--- config.mk ---
export PLATFORM = sky130hd
export DESIGN_NAME = arpp_top
export DESIGN_NICKNAME = d
export VERILOG_FILES = /design/src/design/arpp_pkg.sv /design/src/design/arpp_top.sv
export VERILOG_INCLUDE_DIRS = /design/src /design/src/design
export SDC_FILE = /design/constraint.sdc
export NUM_CORES = 2
export LEC_CHECK = 0
export BUFFER_PORTS_ARGS = -buffer_cell sky130_fd_sc_hd__buf_2
export CELL_PAD_IN_SITES_DETAIL_PLACEMENT = 0
export CELL_PAD_IN_SITES_GLOBAL_PLACEMENT = 1
export CORE_AREA = 2 2 355 357
export CTS_CLUSTER_DIAMETER = 30
export CTS_CLUSTER_SIZE = 30
export DETAILED_ROUTE_END_ITERATION = 8
export DIE_AREA = 0 0 357 359
export GPL_TIMING_DRIVEN = 1
export PLACE_DENSITY = 0.86
export RECOVER_POWER = 100
export SETUP_SLACK_MARGIN = 0.5
export SYNTH_ARGS = -nofsm -noshare
export SYNTH_HDL_FRONTEND = slang
export SYNTH_SLANG_ARGS = --single-unit
--- constraint.sdc ---
create_clock -name ref_clk -period 6.8 [get_ports ref_clk]
set_clock_uncertainty 0.05 [all_clocks]
set_input_delay 1.02 -clock ref_clk [delete_from_list [all_inputs] [get_ports ref_clk]]
set_output_delay 1.02 -clock ref_clk [all_outputs]
set_load 0.05 [all_outputs]
--- src/design/arpp_cfg.svh ---
`ifndef ARPP_CFG_SVH
`define ARPP_CFG_SVH

// ****************
// Register map
// ****************
`define ARPP_STATUS_ADDR 32'hFFFF0500
`define ARPP_CONFIG_ADDR 32'hFFFF0504
`define ARPP_MODE_ADDR   32'hFFFF0508
`define ARPP_CTRL_ADDR   32'hFFFF050C
`define ARPP_MASK_ADDR   32'hFFFF0510
`define ARPP_CUR_ADDR    32'hFFFF0520
`define ARPP_VOLT_ADDR   32'hFFFF0524
`define ARPP_TEMP_ADDR   32'hFFFF0528
`define ARPP_QUEUE_ADDR  32'hFFFF052C
`define ARPP_OFF0_ADDR   32'hFFFF0530
`define ARPP_OFF1_ADDR   32'hFFFF0534
`define ARPP_OFF2_ADDR   32'hFFFF0538
`define ARPP_GAIN0_ADDR  32'hFFFF053C
`define ARPP_GAIN1_ADDR  32'hFFFF0540
`define ARPP_GAIN2_ADDR  32'hFFFF0544
`define ARPP_RCL_ADDR    32'hFFFF0548
`define ARPP_RCV_ADDR    32'hFFFF054C
`define ARPP_TH_ADDR     32'hFFFF0550
`define ARPP_THL_ADDR    32'hFFFF0554
`define ARPP_THV_ADDR    32'hFFFF0558
`define ARPP_ACC_ADDR    32'hFFFF055C
`define ARPP_ATH_ADDR    32'hFFFF0560

// ****************
// Reset values
// ****************
`define ARPP_RCL_RESET  16'h0001
`define ARPP_THL_RESET  8'h01
`define ARPP_MASK_RESET 9'h1C0

// ****************
// Fields
// ****************
`define ARPP_CFG_RCEN 0
`define ARPP_CFG_QEN  1
`define ARPP_CFG_TWOS 7
`define ARPP_MODE_VEN 8
`define ARPP_MODE_TEN 9
`define ARPP_CTRL_IEN 15
`define ARPP_MODE_IDLE   3'h3
`define ARPP_MODE_OFFCAL 3'h4
`define ARPP_MODE_GAINCAL 3'h5
`define ARPP_CMP_OFF 2'h0
`define ARPP_CMP_ANY 2'h1
`define ARPP_CMP_CLR 2'h2
`define ARPP_ACC_OFF 2'h0
`define ARPP_ACC_SUB 2'h2
`define ARPP_ST_QNE  3
`define ARPP_ST_QFUL 4
`define ARPP_ST_QOVF 5
`define ARPP_ST_THR  6
`define ARPP_ST_ACC  7
`define ARPP_ST_CNT  8

// ****************
// Queue geometry
// ****************
`define ARPP_QAW   5
`define ARPP_QFULL 6'h20

// ****************
// Software timing
// ****************
// Coefficient write to mode change, 23us at 40 MHz
`define ARPP_COEF_WAIT 920

`endif

--- src/design/arpp_pkg.sv ---
package arpp_pkg;
`include "arpp_cfg.svh"

	typedef struct packed {
		logic        valid;
		logic [15:0] data;
	} arpp_result_t;

	typedef struct packed {
		logic        valid;
		logic [1:0]  chan;
		logic [15:0] data;
	} arpp_cal_t;

	typedef struct packed {
		logic        wr;
		logic        rd;
		logic [31:0] addr;
		logic [31:0] wdata;
	} arpp_bus_t;

	typedef struct packed {
		logic [2:0][15:0]    res;
		logic [8:0]          status;
		logic [2:0][15:0]    offs;
		logic [2:0][15:0]    gain;
		logic [15:0]         cfg;
		logic [15:0]         mode;
		logic [15:0]         ctrl;
		logic [8:0]          mask;
		logic [15:0]         rcLimit;
		logic [15:0]         rcCount;
		logic [15:0]         thresh;
		logic [7:0]          thLimit;
		logic [7:0]          thCount;
		logic [31:0]         acc;
		logic [31:0]         accTh;
		logic [`ARPP_QAW:0]  wrPtr;
		logic [`ARPP_QAW:0]  rdPtr;
		logic [31:0]         rdData;
		logic                irq;
	} arpp_state_t;

endpackage

--- src/design/arpp_top.sv ---
// Strobed register access is this design's own decision.
`timescale 1ns/1ps
// Summary of operation
// RULE1 - Current result held while its ready set
// RULE2 - Current result read clears ready bits 2:0
// RULE3 - Voltage result held while its ready set
// RULE4 - Voltage read, current idle, clears bits 2:1
// RULE5 - Temperature result held while its ready set
// RULE6 - Queue read returns current low, voltage high
// RULE7 - Queue runs only when enabled, three flags
// RULE8 - Offset coefficients: factory reset, calibration overwrite
// RULE9 - Gain coefficients: factory reset, calibration overwrite
// RULE10 - Coefficient writes only when enabled and idle
// RULE11 - Software waits 23us before mode change
// RULE12 - Count limit resets to one, enable-gated
// RULE13 - Count advances, wraps to zero at limit
// RULE14 - Control or mode write zeroes count
// RULE15 - Magnitude compare, width depends on coding
// RULE16 - Hit count reaching limit flags threshold
// RULE17 - Hit count rises, falls or clears
// RULE18 - Comparator mode selects disabled, any, counted
// RULE19 - Accumulator zeroed when disabled or on control write
// RULE20 - Accumulator adds or subtracts each result
// RULE21 - Software reads accumulator after ready flag
// RULE22 - Accumulator threshold register resets zero
// RULE23 - Accumulator crossing threshold sets flag, interrupt
// RULE24 - Counter off: event on every conversion
`include "arpp_cfg.svh"

module arpp_top #(
	parameter logic [15:0] OFF_FACTORY  = 16'h0000,
	parameter logic [15:0] GAIN_FACTORY = 16'h8000
) (
	// Clock and reset
	input  wire logic                  ref_clk,
	input  wire logic                  rst_b,
	// Register port
	input  wire arpp_pkg::arpp_bus_t   busReq,
	output logic [31:0]                rdData,
	// Filter results
	input  wire arpp_pkg::arpp_result_t curIn,
	input  wire arpp_pkg::arpp_result_t voltIn,
	input  wire arpp_pkg::arpp_result_t tempIn,
	input  wire arpp_pkg::arpp_cal_t   calIn,
	// Coefficients to filters, interrupt
	output logic [2:0][15:0]           offsCoef,
	output logic [2:0][15:0]           gainCoef,
	output logic                       irq
);

	localparam int DEPTH = 1 << `ARPP_QAW;

	arpp_pkg::arpp_state_t q;
	arpp_pkg::arpp_state_t d;
	logic [31:0]           qMem [DEPTH];
	logic [`ARPP_QAW:0]    fill;
	logic                  qPush;
	logic                  reconf;
	logic                  ctrlWr;
	logic [7:0]            thNext;
	logic [15:0]           cnt1;

	// ****************
	// Helpers
	// ****************
	function automatic logic magGe(input logic [15:0] v, input logic [15:0] th,
			input logic twos);
		logic [15:0] m;
		m = (twos && v[15]) ? 16'(~v + 16'h0001) : v;
		if (twos)
			magGe = m[14:0] >= th[14:0];
		else
			magGe = v >= th;
	endfunction

	function automatic logic coefOk(input logic en, input logic [15:0] mode);
		coefOk = en && (mode[2:0] == `ARPP_MODE_IDLE);
	endfunction

	assign fill   = q.wrPtr - q.rdPtr;
	assign qPush  = curIn.valid && q.cfg[`ARPP_CFG_QEN] && (fill != `ARPP_QFULL);
	assign ctrlWr = busReq.wr && (busReq.addr == `ARPP_CTRL_ADDR);
	assign reconf = ctrlWr || (busReq.wr && (busReq.addr == `ARPP_MODE_ADDR));
	assign cnt1   = q.rcCount + 16'h0001;
	assign thNext = magGe(curIn.data, q.thresh, q.cfg[`ARPP_CFG_TWOS]) ?
		((q.thCount == 8'hFF) ? q.thCount : q.thCount + 8'h01) :
		((q.cfg[4:3] == `ARPP_CMP_CLR || q.thCount == 8'h00) ? 8'h00 :
		q.thCount - 8'h01);

	// ****************
	// Next state
	// ****************
	always_comb begin
		logic [2:0]  clr;
		logic [31:0] sx;
		logic [31:0] accN;
		logic        hit;
		clr  = 3'h0;
		sx   = 32'h0;
		accN = q.acc;
		hit  = 1'b0;
		d    = q;
		d.rdData = 32'h0;
		if (busReq.rd) begin
			case (busReq.addr)
				`ARPP_STATUS_ADDR: begin
					d.rdData = {23'h0, q.status};
					d.status[8:5] = 4'h0;
				end
				`ARPP_CONFIG_ADDR: d.rdData = {16'h0, q.cfg};
				`ARPP_MODE_ADDR:   d.rdData = {16'h0, q.mode};
				`ARPP_CTRL_ADDR:   d.rdData = {16'h0, q.ctrl};
				`ARPP_MASK_ADDR:   d.rdData = {23'h0, q.mask};
				`ARPP_CUR_ADDR: begin
					d.rdData = {16'h0, q.res[0]};
					clr = 3'h7; // RULE2
				end
				`ARPP_VOLT_ADDR: begin
					d.rdData = {16'h0, q.res[1]};
					if (!q.ctrl[`ARPP_CTRL_IEN])
						clr = 3'h6; // RULE4
				end
				`ARPP_TEMP_ADDR:   d.rdData = {16'h0, q.res[2]};
				`ARPP_QUEUE_ADDR: begin
					d.rdData = qMem[q.rdPtr[`ARPP_QAW-1:0]]; // RULE6
					if (fill != '0)
						d.rdPtr = q.rdPtr + 1'b1;
				end
				`ARPP_OFF0_ADDR:   d.rdData = {16'h0, q.offs[0]};
				`ARPP_OFF1_ADDR:   d.rdData = {16'h0, q.offs[1]};
				`ARPP_OFF2_ADDR:   d.rdData = {16'h0, q.offs[2]};
				`ARPP_GAIN0_ADDR:  d.rdData = {16'h0, q.gain[0]};
				`ARPP_GAIN1_ADDR:  d.rdData = {16'h0, q.gain[1]};
				`ARPP_GAIN2_ADDR:  d.rdData = {16'h0, q.gain[2]};
				`ARPP_RCL_ADDR:    d.rdData = {16'h0, q.rcLimit};
				`ARPP_RCV_ADDR:    d.rdData = {16'h0, q.rcCount};
				`ARPP_TH_ADDR:     d.rdData = {16'h0, q.thresh};
				`ARPP_THL_ADDR:    d.rdData = {24'h0, q.thLimit};
				`ARPP_THV_ADDR:    d.rdData = {24'h0, q.thCount};
				`ARPP_ACC_ADDR:    d.rdData = q.acc;
				`ARPP_ATH_ADDR:    d.rdData = q.accTh;
				default:           d.rdData = 32'h0;
			endcase
		end
		d.status[2:0] = q.status[2:0] & ~clr;
		if (busReq.wr) begin
			case (busReq.addr)
				`ARPP_CONFIG_ADDR: d.cfg  = busReq.wdata[15:0];
				`ARPP_MODE_ADDR:   d.mode = busReq.wdata[15:0];
				`ARPP_CTRL_ADDR:   d.ctrl = busReq.wdata[15:0];
				`ARPP_MASK_ADDR:   d.mask = busReq.wdata[8:0];
				`ARPP_OFF0_ADDR:
					if (coefOk(q.ctrl[`ARPP_CTRL_IEN], q.mode))
						d.offs[0] = busReq.wdata[15:0]; // RULE10
				`ARPP_OFF1_ADDR:
					if (coefOk(q.mode[`ARPP_MODE_VEN], q.mode))
						d.offs[1] = busReq.wdata[15:0]; // RULE10
				`ARPP_OFF2_ADDR:
					if (coefOk(q.mode[`ARPP_MODE_TEN], q.mode))
						d.offs[2] = busReq.wdata[15:0]; // RULE10
				`ARPP_GAIN0_ADDR:
					if (coefOk(q.ctrl[`ARPP_CTRL_IEN], q.mode))
						d.gain[0] = busReq.wdata[15:0]; // RULE10
				`ARPP_GAIN1_ADDR:
					if (coefOk(q.mode[`ARPP_MODE_VEN], q.mode))
						d.gain[1] = busReq.wdata[15:0]; // RULE10
				`ARPP_GAIN2_ADDR:
					if (coefOk(q.mode[`ARPP_MODE_TEN], q.mode))
						d.gain[2] = busReq.wdata[15:0]; // RULE10
				`ARPP_RCL_ADDR:    d.rcLimit = busReq.wdata[15:0];
				`ARPP_TH_ADDR:     d.thresh  = busReq.wdata[15:0];
				`ARPP_THL_ADDR:    d.thLimit = busReq.wdata[7:0];
				`ARPP_ATH_ADDR:    d.accTh   = busReq.wdata; // RULE22
				default: ;
			endcase
		end
		// Calibration result lands in the coefficient picked by mode
		if (calIn.valid && calIn.chan != 2'h3) begin
			if (q.mode[2:0] == `ARPP_MODE_OFFCAL)
				d.offs[calIn.chan] = calIn.data; // RULE8
			else if (q.mode[2:0] == `ARPP_MODE_GAINCAL)
				d.gain[calIn.chan] = calIn.data; // RULE9
		end
		if (voltIn.valid && !q.status[1]) begin
			d.res[1] = voltIn.data; // RULE3
			d.status[1] = 1'b1;
		end
		if (tempIn.valid && !q.status[2]) begin
			d.res[2] = tempIn.data; // RULE5
			d.status[2] = 1'b1;
		end
		if (curIn.valid) begin
			if (!q.status[0]) begin
				d.res[0] = curIn.data; // RULE1
				d.status[0] = 1'b1;
			end
			if (qPush)
				d.wrPtr = q.wrPtr + 1'b1;
			else if (q.cfg[`ARPP_CFG_QEN])
				d.status[`ARPP_ST_QOVF] = 1'b1;
			if (!q.cfg[`ARPP_CFG_RCEN])
				d.status[`ARPP_ST_CNT] = 1'b1; // RULE24
			else if (cnt1 == q.rcLimit) begin
				d.rcCount = 16'h0; // RULE13
				d.status[`ARPP_ST_CNT] = 1'b1; // RULE12
			end else
				d.rcCount = cnt1; // RULE13
			hit = magGe(curIn.data, q.thresh, q.cfg[`ARPP_CFG_TWOS]); // RULE15
			case (q.cfg[4:3]) // RULE18
				`ARPP_CMP_OFF: ;
				`ARPP_CMP_ANY:
					if (hit)
						d.status[`ARPP_ST_THR] = 1'b1;
				default: begin
					d.thCount = thNext; // RULE17
					if (hit && thNext == q.thLimit)
						d.status[`ARPP_ST_THR] = 1'b1; // RULE16
				end
			endcase
			sx = q.cfg[`ARPP_CFG_TWOS] ? {{16{curIn.data[15]}}, curIn.data} :
				{16'h0, curIn.data};
			accN = (q.cfg[6:5] == `ARPP_ACC_SUB) ? q.acc - sx : q.acc + sx; // RULE20
			d.acc = accN;
			if ($signed(q.acc) < $signed(q.accTh) && $signed(accN) >= $signed(q.accTh)
					&& q.cfg[6:5] != `ARPP_ACC_OFF)
				d.status[`ARPP_ST_ACC] = 1'b1; // RULE23
		end
		if (reconf)
			d.rcCount = 16'h0; // RULE14
		if (q.cfg[6:5] == `ARPP_ACC_OFF || ctrlWr)
			d.acc = 32'h0; // RULE19
		if (!q.cfg[`ARPP_CFG_QEN]) begin
			d.wrPtr = '0; // RULE7
			d.rdPtr = '0;
		end
		d.status[`ARPP_ST_QNE]  = d.wrPtr != d.rdPtr; // RULE7
		d.status[`ARPP_ST_QFUL] = (d.wrPtr - d.rdPtr) == `ARPP_QFULL;
		d.irq = |(d.status & d.mask); // RULE23
	end

	// ****************
	// Registers
	// ****************
	always_ff @(posedge ref_clk or negedge rst_b) begin
		if (!rst_b) begin
			q         <= '0;
			q.offs    <= {3{OFF_FACTORY}}; // RULE8
			q.gain    <= {3{GAIN_FACTORY}}; // RULE9
			q.rcLimit <= `ARPP_RCL_RESET; // RULE12
			q.thLimit <= `ARPP_THL_RESET; // RULE16
			q.mask    <= `ARPP_MASK_RESET;
		end else begin
			q <= d;
		end
	end

	always_ff @(posedge ref_clk) begin
		if (qPush)
			qMem[q.wrPtr[`ARPP_QAW-1:0]] <= {q.res[1], curIn.data}; // RULE6
	end

	assign rdData   = q.rdData;
	assign irq      = q.irq;
	assign offsCoef = q.offs;
	assign gainCoef = q.gain;
endmodule

# Word-level counts from Yosys, hierarchy flattened
# Memories as Yosys holds them, arrays and structs flattened.
# Index checks and enable logic that the tools add are counted.
# totals
regBits	383
word_cells	190
ramBits	1024
memories	1
# mem_list
memory	words	word_bits	read_ports	rd_clocked_by_memory_dff	wr	line_no	rtl
qMem	32	32	1	0	1	arpp_top.sv:55	logic [31:0] qMem [DEPTH];
# op_classes
reduce_logical	40
eq_ne	35
n_addsub	10
order_cmp	6
muxes	67
bitwise_logic	6
# op_table
op	n
32-bit equality test (second input constant)	22
32-bit one-hot mux with 22 select lines	1
16-bit 2-to-1 mux	21
169-bit 2-to-1 mux	1
48-bit 2-to-1 mux	3
32-bit 2-to-1 mux	4
48-bit bitwise mux	2
96-bit 2-to-1 mux	1
38-bit 2-to-1 mux	1
32-bit adder	1
16-bit demux with 2-bit select	1
32-bit greater-or-equal comparator	1
32-bit < comparator	1
32-bit subtractor	1
6-bit 2-to-1 mux	4
8-bit 2-to-1 mux	3
2-bit AND reduction	10
16-bit by 1-bit adder with 16-bit output (second input constant)	1
16-bit equality test	1
16-bit greater-or-equal comparator	1
15-bit by 1-bit adder with 15-bit output (second input constant)	1
15-bit greater-or-equal comparator	1
1-bit logical AND	15
1-bit 2-to-1 mux	15
other kinds (36)	51

# Depth between registers and ports, before layout
# depth
ltp_word	13
depth_mapped	31
mapped_depth_nobuf	31

# Least setup slack after synthesis
# Ideal clock, no wire load.
# synth_timing
kind	input to register
start	input curIn[0] in the netlist's numbering
end	register q, in the netlist irq
t_required_ps	6626
n_path_buf	0
stages	29
path_slack_ps	406
arrival_time_ps	6220
path_cell_list	inv_1 > ha_1 > nand2_1 > nor3_1 > nor3b_1 > nand2_1 > or3_1 > nor3_1 > nor2_1 > xnor2_1 > ha_1 > and4_1 > nand2_1 > or3_1 > o21a_1 > o211ai_1 > nand2_1 > xnor2_1 > ha_1 > o21ai_0 > nor2_1 > o311ai_0 > nand3_1 > a21oi_1 > mux2i_1 > and4b_1 > and4bb_1 > nand3_1 > a211o_1
# synth_lines
element	line_no	rtl
from (decl)	arpp_top.sv:41	input wire arpp_pkg::arpp_result_t curIn,
to (decl)	arpp_top.sv:53	arpp_pkg::arpp_state_t q;

# Final worst setup path
# layout_timing
start	register q[34] in the netlist's numbering
end	memory qMem[25][24], enable pin
# layout_between
elab_chain_cells	5
# layout_lines
element	line_no	rtl
6-bit subtractor	arpp_top.sv:80	assign fill = q.wrPtr - q.rdPtr;
6-bit != test (no source line)	--	
1-bit logical AND	arpp_top.sv:81	assign qPush = curIn.valid && q.cfg[`ARPP_CFG_QEN] && (fill != `ARPP_QFULL);
1-bit 2-to-1 mux	arpp_top.sv:258	if (qPush)
1-bit 2-to-1 mux	arpp_top.sv:259	qMem[q.wrPtr[`ARPP_QAW-1:0]] <= {q.res[1], curIn.data};
to (decl)	arpp_top.sv:55	
# No other way between the ends.

==> flow_summary.toml <==
[global_route]
grt_use_total = 0.330
antenna_found_initial = 9
grt_max_degree = 139
overflow = 0
grt_pass1_wl_um = 302000
grt_pass1_vias = 42000

[finish]
n_fill_cell = 9004
finalNetCount = 4736
stdcell_area_um2 = 75600
layout-drive-gt1-share = 0.277
area_delta_synth_final_pct = 19.7

[power]
p_sw_frac = 0.226
p_leak_nw = 27.6
seqPwrFrac = 0.405
clockPowerShare = 0.562
p_total_mw = 24.6
p_per_area_nw_per_um2 = 326
p_int_mw = 19.1
p_comb_frac = 0.033
irDropWorstVdd_mv = 0.260
switchingPower_mw = 5.57

[yosys]
syn_nets = 4306
synth_area_um2 = 63200
synth_edf_count = 1024
seq_area_frac_synth = 0.639
synthArstFlopShare = 0.272
yosys_register_bits = 1407
synthCells = 4023
synth_top_area_share = 0.487
ys_types = 88
synth.most_common_cell = "edfxtp_1"
syn_avg_cell_area_um2 = 15.7
ys_top_cells_by_count = "edfxtp_1 (1024), dfrtp_1 (375), mux4_2 (320), nor2_1 (237), nand2_1 (209)"
synth_top_cell_by_area = "edfxtp_1"
synth_ff_type = "edfxtp_1"
yosysWarnings = 0
synth.area.top_cells = "edfxtp_1 (49%), dfrtp_1 (15%), mux4_2 (11%)"

[placement]
dp_hpwl_um = 127000
gp_congestion = 0.965
placed_area_um2 = 66800
io_buffers = 266

[timing]
hold_violations = 0
worst_slew_pin_slew_ns = 3.62
fin_crit_sh = 0.939
fmax_mhz = 157
maxSlewHeadroom = -1.41
drv_slew = 1328
finalSetupViolations = 0
final.min_clock_period_ns = 6.39
rsz0062_at_grt = "false"

[detailed_routing]
dr.pass1.iters = 8
routed_wl_um = 212000
vias_per_cell = 6.61
m1WireLength_um = 76500
post_drt_wl_per_cell_um = 33.6
dr.max_layer_used = "met5"
met2_length_um = 97600
drc = 0
ant_nets = 0
drtIter0Drc = 5806
wl_met3_um = 25000
via_count = 41700

[worst_setup_path]
rrSetupSlack_ns = 0.41
cp-end-kind = "register"
timing.rr.start = "q[34]$_DFF_PN0_"
cp_data_required_time_ns = 7.30
r2r_cells = 11
cp.arrival_ns = 6.88
rr_endpoint = "qMem[25][24]$_DFFE_PP_"
critical_path_class = "reg2reg"
cp-start-kind = "register"
path_max_fanout = 31

[floorplan]
dieWidth_um = 357
core.rowCount = 130
core-area_um2 = 125000
io_pins = 267
dieArea_um2 = 128000
start_util = 0.507
die_h_um = 359

[clocking]
clk_latency_ns = 0.92
root_buffer = "clkbuf_16"
clkSinkCount = 1407
h-tree-depth = 5
cts_hold_buf = 0
cts_max_path_buffers = 4
cts_tree = "yes"
path_clk_slew_ns = 0.06
cts_made_buffers = 286

[run_status]
status = "finished, violations left"
violations = "max-capacitance violations, max-slew violations"

[run]
cap_violations = 52

[hold_path]
hold_path_class = "in2async"
sequential cells by signal, summed over array words and instances (netlist names):
| name | count |
|---|---|
| qMem | 1024 |
| q | 254 |
| gainCoef | 48 |
| offsCoef | 48 |
| rdData | 32 |
| irq | 1 |
cell type report:
cell class / count / area [µm²] / area share
repair buffers: 489 / 2580 / 0.0341
clock buffers: 336 / 7620 / 0.101
clock inverters: 156 / 1780 / 0.0236
diodes: 5 / 12.5 / 0.000166
flip-flops and latches: 1407 / 40400 / 0.534
multi-input cells: 2190 / 20900 / 0.276
well taps: 1650 / 2060 / 0.0273
inverters: 79 / 299 / 0.00396
cells in the final DEF (no fill, tap or decap), types with 138 or more instances in the layout:
cell type  count
edfxtp_1    1024
clkbuf_16    293
clkbuf_1     241
buf_4        138
a21oi_1      154
ha_1         143
mux4_2       320
nor2_1       218
mux2_2       169
nand2_1      209
dfrtp_1      372
what timing repair did:
action,in CTS,in global routing
resized for setup,0,31
endpoints found under the setup margin,0,1
setup buffers,0,5
power groups by stage:
stage               sequential, mW  clock [mW]  combinational, mW
floorplan                     10.1           0              0.242
CTS                           9.94        13.9              0.828
global route                  9.98        14.3              0.875
finish                        9.98        13.8              0.812
detailed placement            10.1           0              0.814
global placement              10.1           0              0.780
critical path, cell delays in order (launching register included):
cell and delay (ns):
dfrtp_4 0.76, inv_1 0.14, ha_1 0.33, nand2b_1 0.09
a21oi_1 0.23, mux2i_1 0.13, o21ai_0 0.33, nor2_1 0.21
nor2_1 0.61, nand2_1 0.44, nor2_1 2.15, buf_4 0.54
layer usage:
metal	vias to the layer above	global-route usage
li1	16600	-
met3	712	0.0975
met2	3171	0.504
met5	-	0
met1	21200	0.426
met4	10	0.178
cells by family (layout without fill, tap and decap cells):
family,after synthesis,count (layout),share of synthesized area
flops,1407,1407,0.639
mux,610,610,0.164
xor+xnor,104,104,0.0144
compound gates,598,598,0.0655
fa+ha+maj,145,145,0.0288
simple gates,733,733,0.0555
other cells,0,5,0
buf+inv,426,1060,0.0336
through the flow:
step           hold slack [ns]  utilization  std cells  setup slack, ns  TNS [ns]
6_report                 0.122        0.607       6312            0.414         0
5_1_grt                  0.172        0.607       6307            0.278         0
4_1_cts                  0.121        0.611       6302            0.627         0
3_5_place_dp             0.444        0.536       5810           -0.265    -0.265
3_3_place_gp             0.438        0.536       5810           -0.222    -0.222
2_1_floorplan            0.401            -       4023            0.565         0
worst max-delay path by stage:
stage / from / endpoint / slack, ns / cells past startpoint
after floorplan: curIn[0] / irq$_DFF_PN0_ / 0.56 / 29
after global placement: curIn[0] / irq$_DFF_PN0_ / -0.22 / 29
after detailed placement: curIn[1] / irq$_DFF_PN0_ / -0.27 / 33
after CTS: curIn[1] / irq$_DFF_PN0_ / 0.63 / 33
after global routing: q[34]$_DFF_PN0_ / qMem[11][20]$_DFFE_PP_ / 0.28 / 12
final: q[34]$_DFF_PN0_ / qMem[25][24]$_DFFE_PP_ / 0.41 / 11
Power figures use the tool's default switching activity.
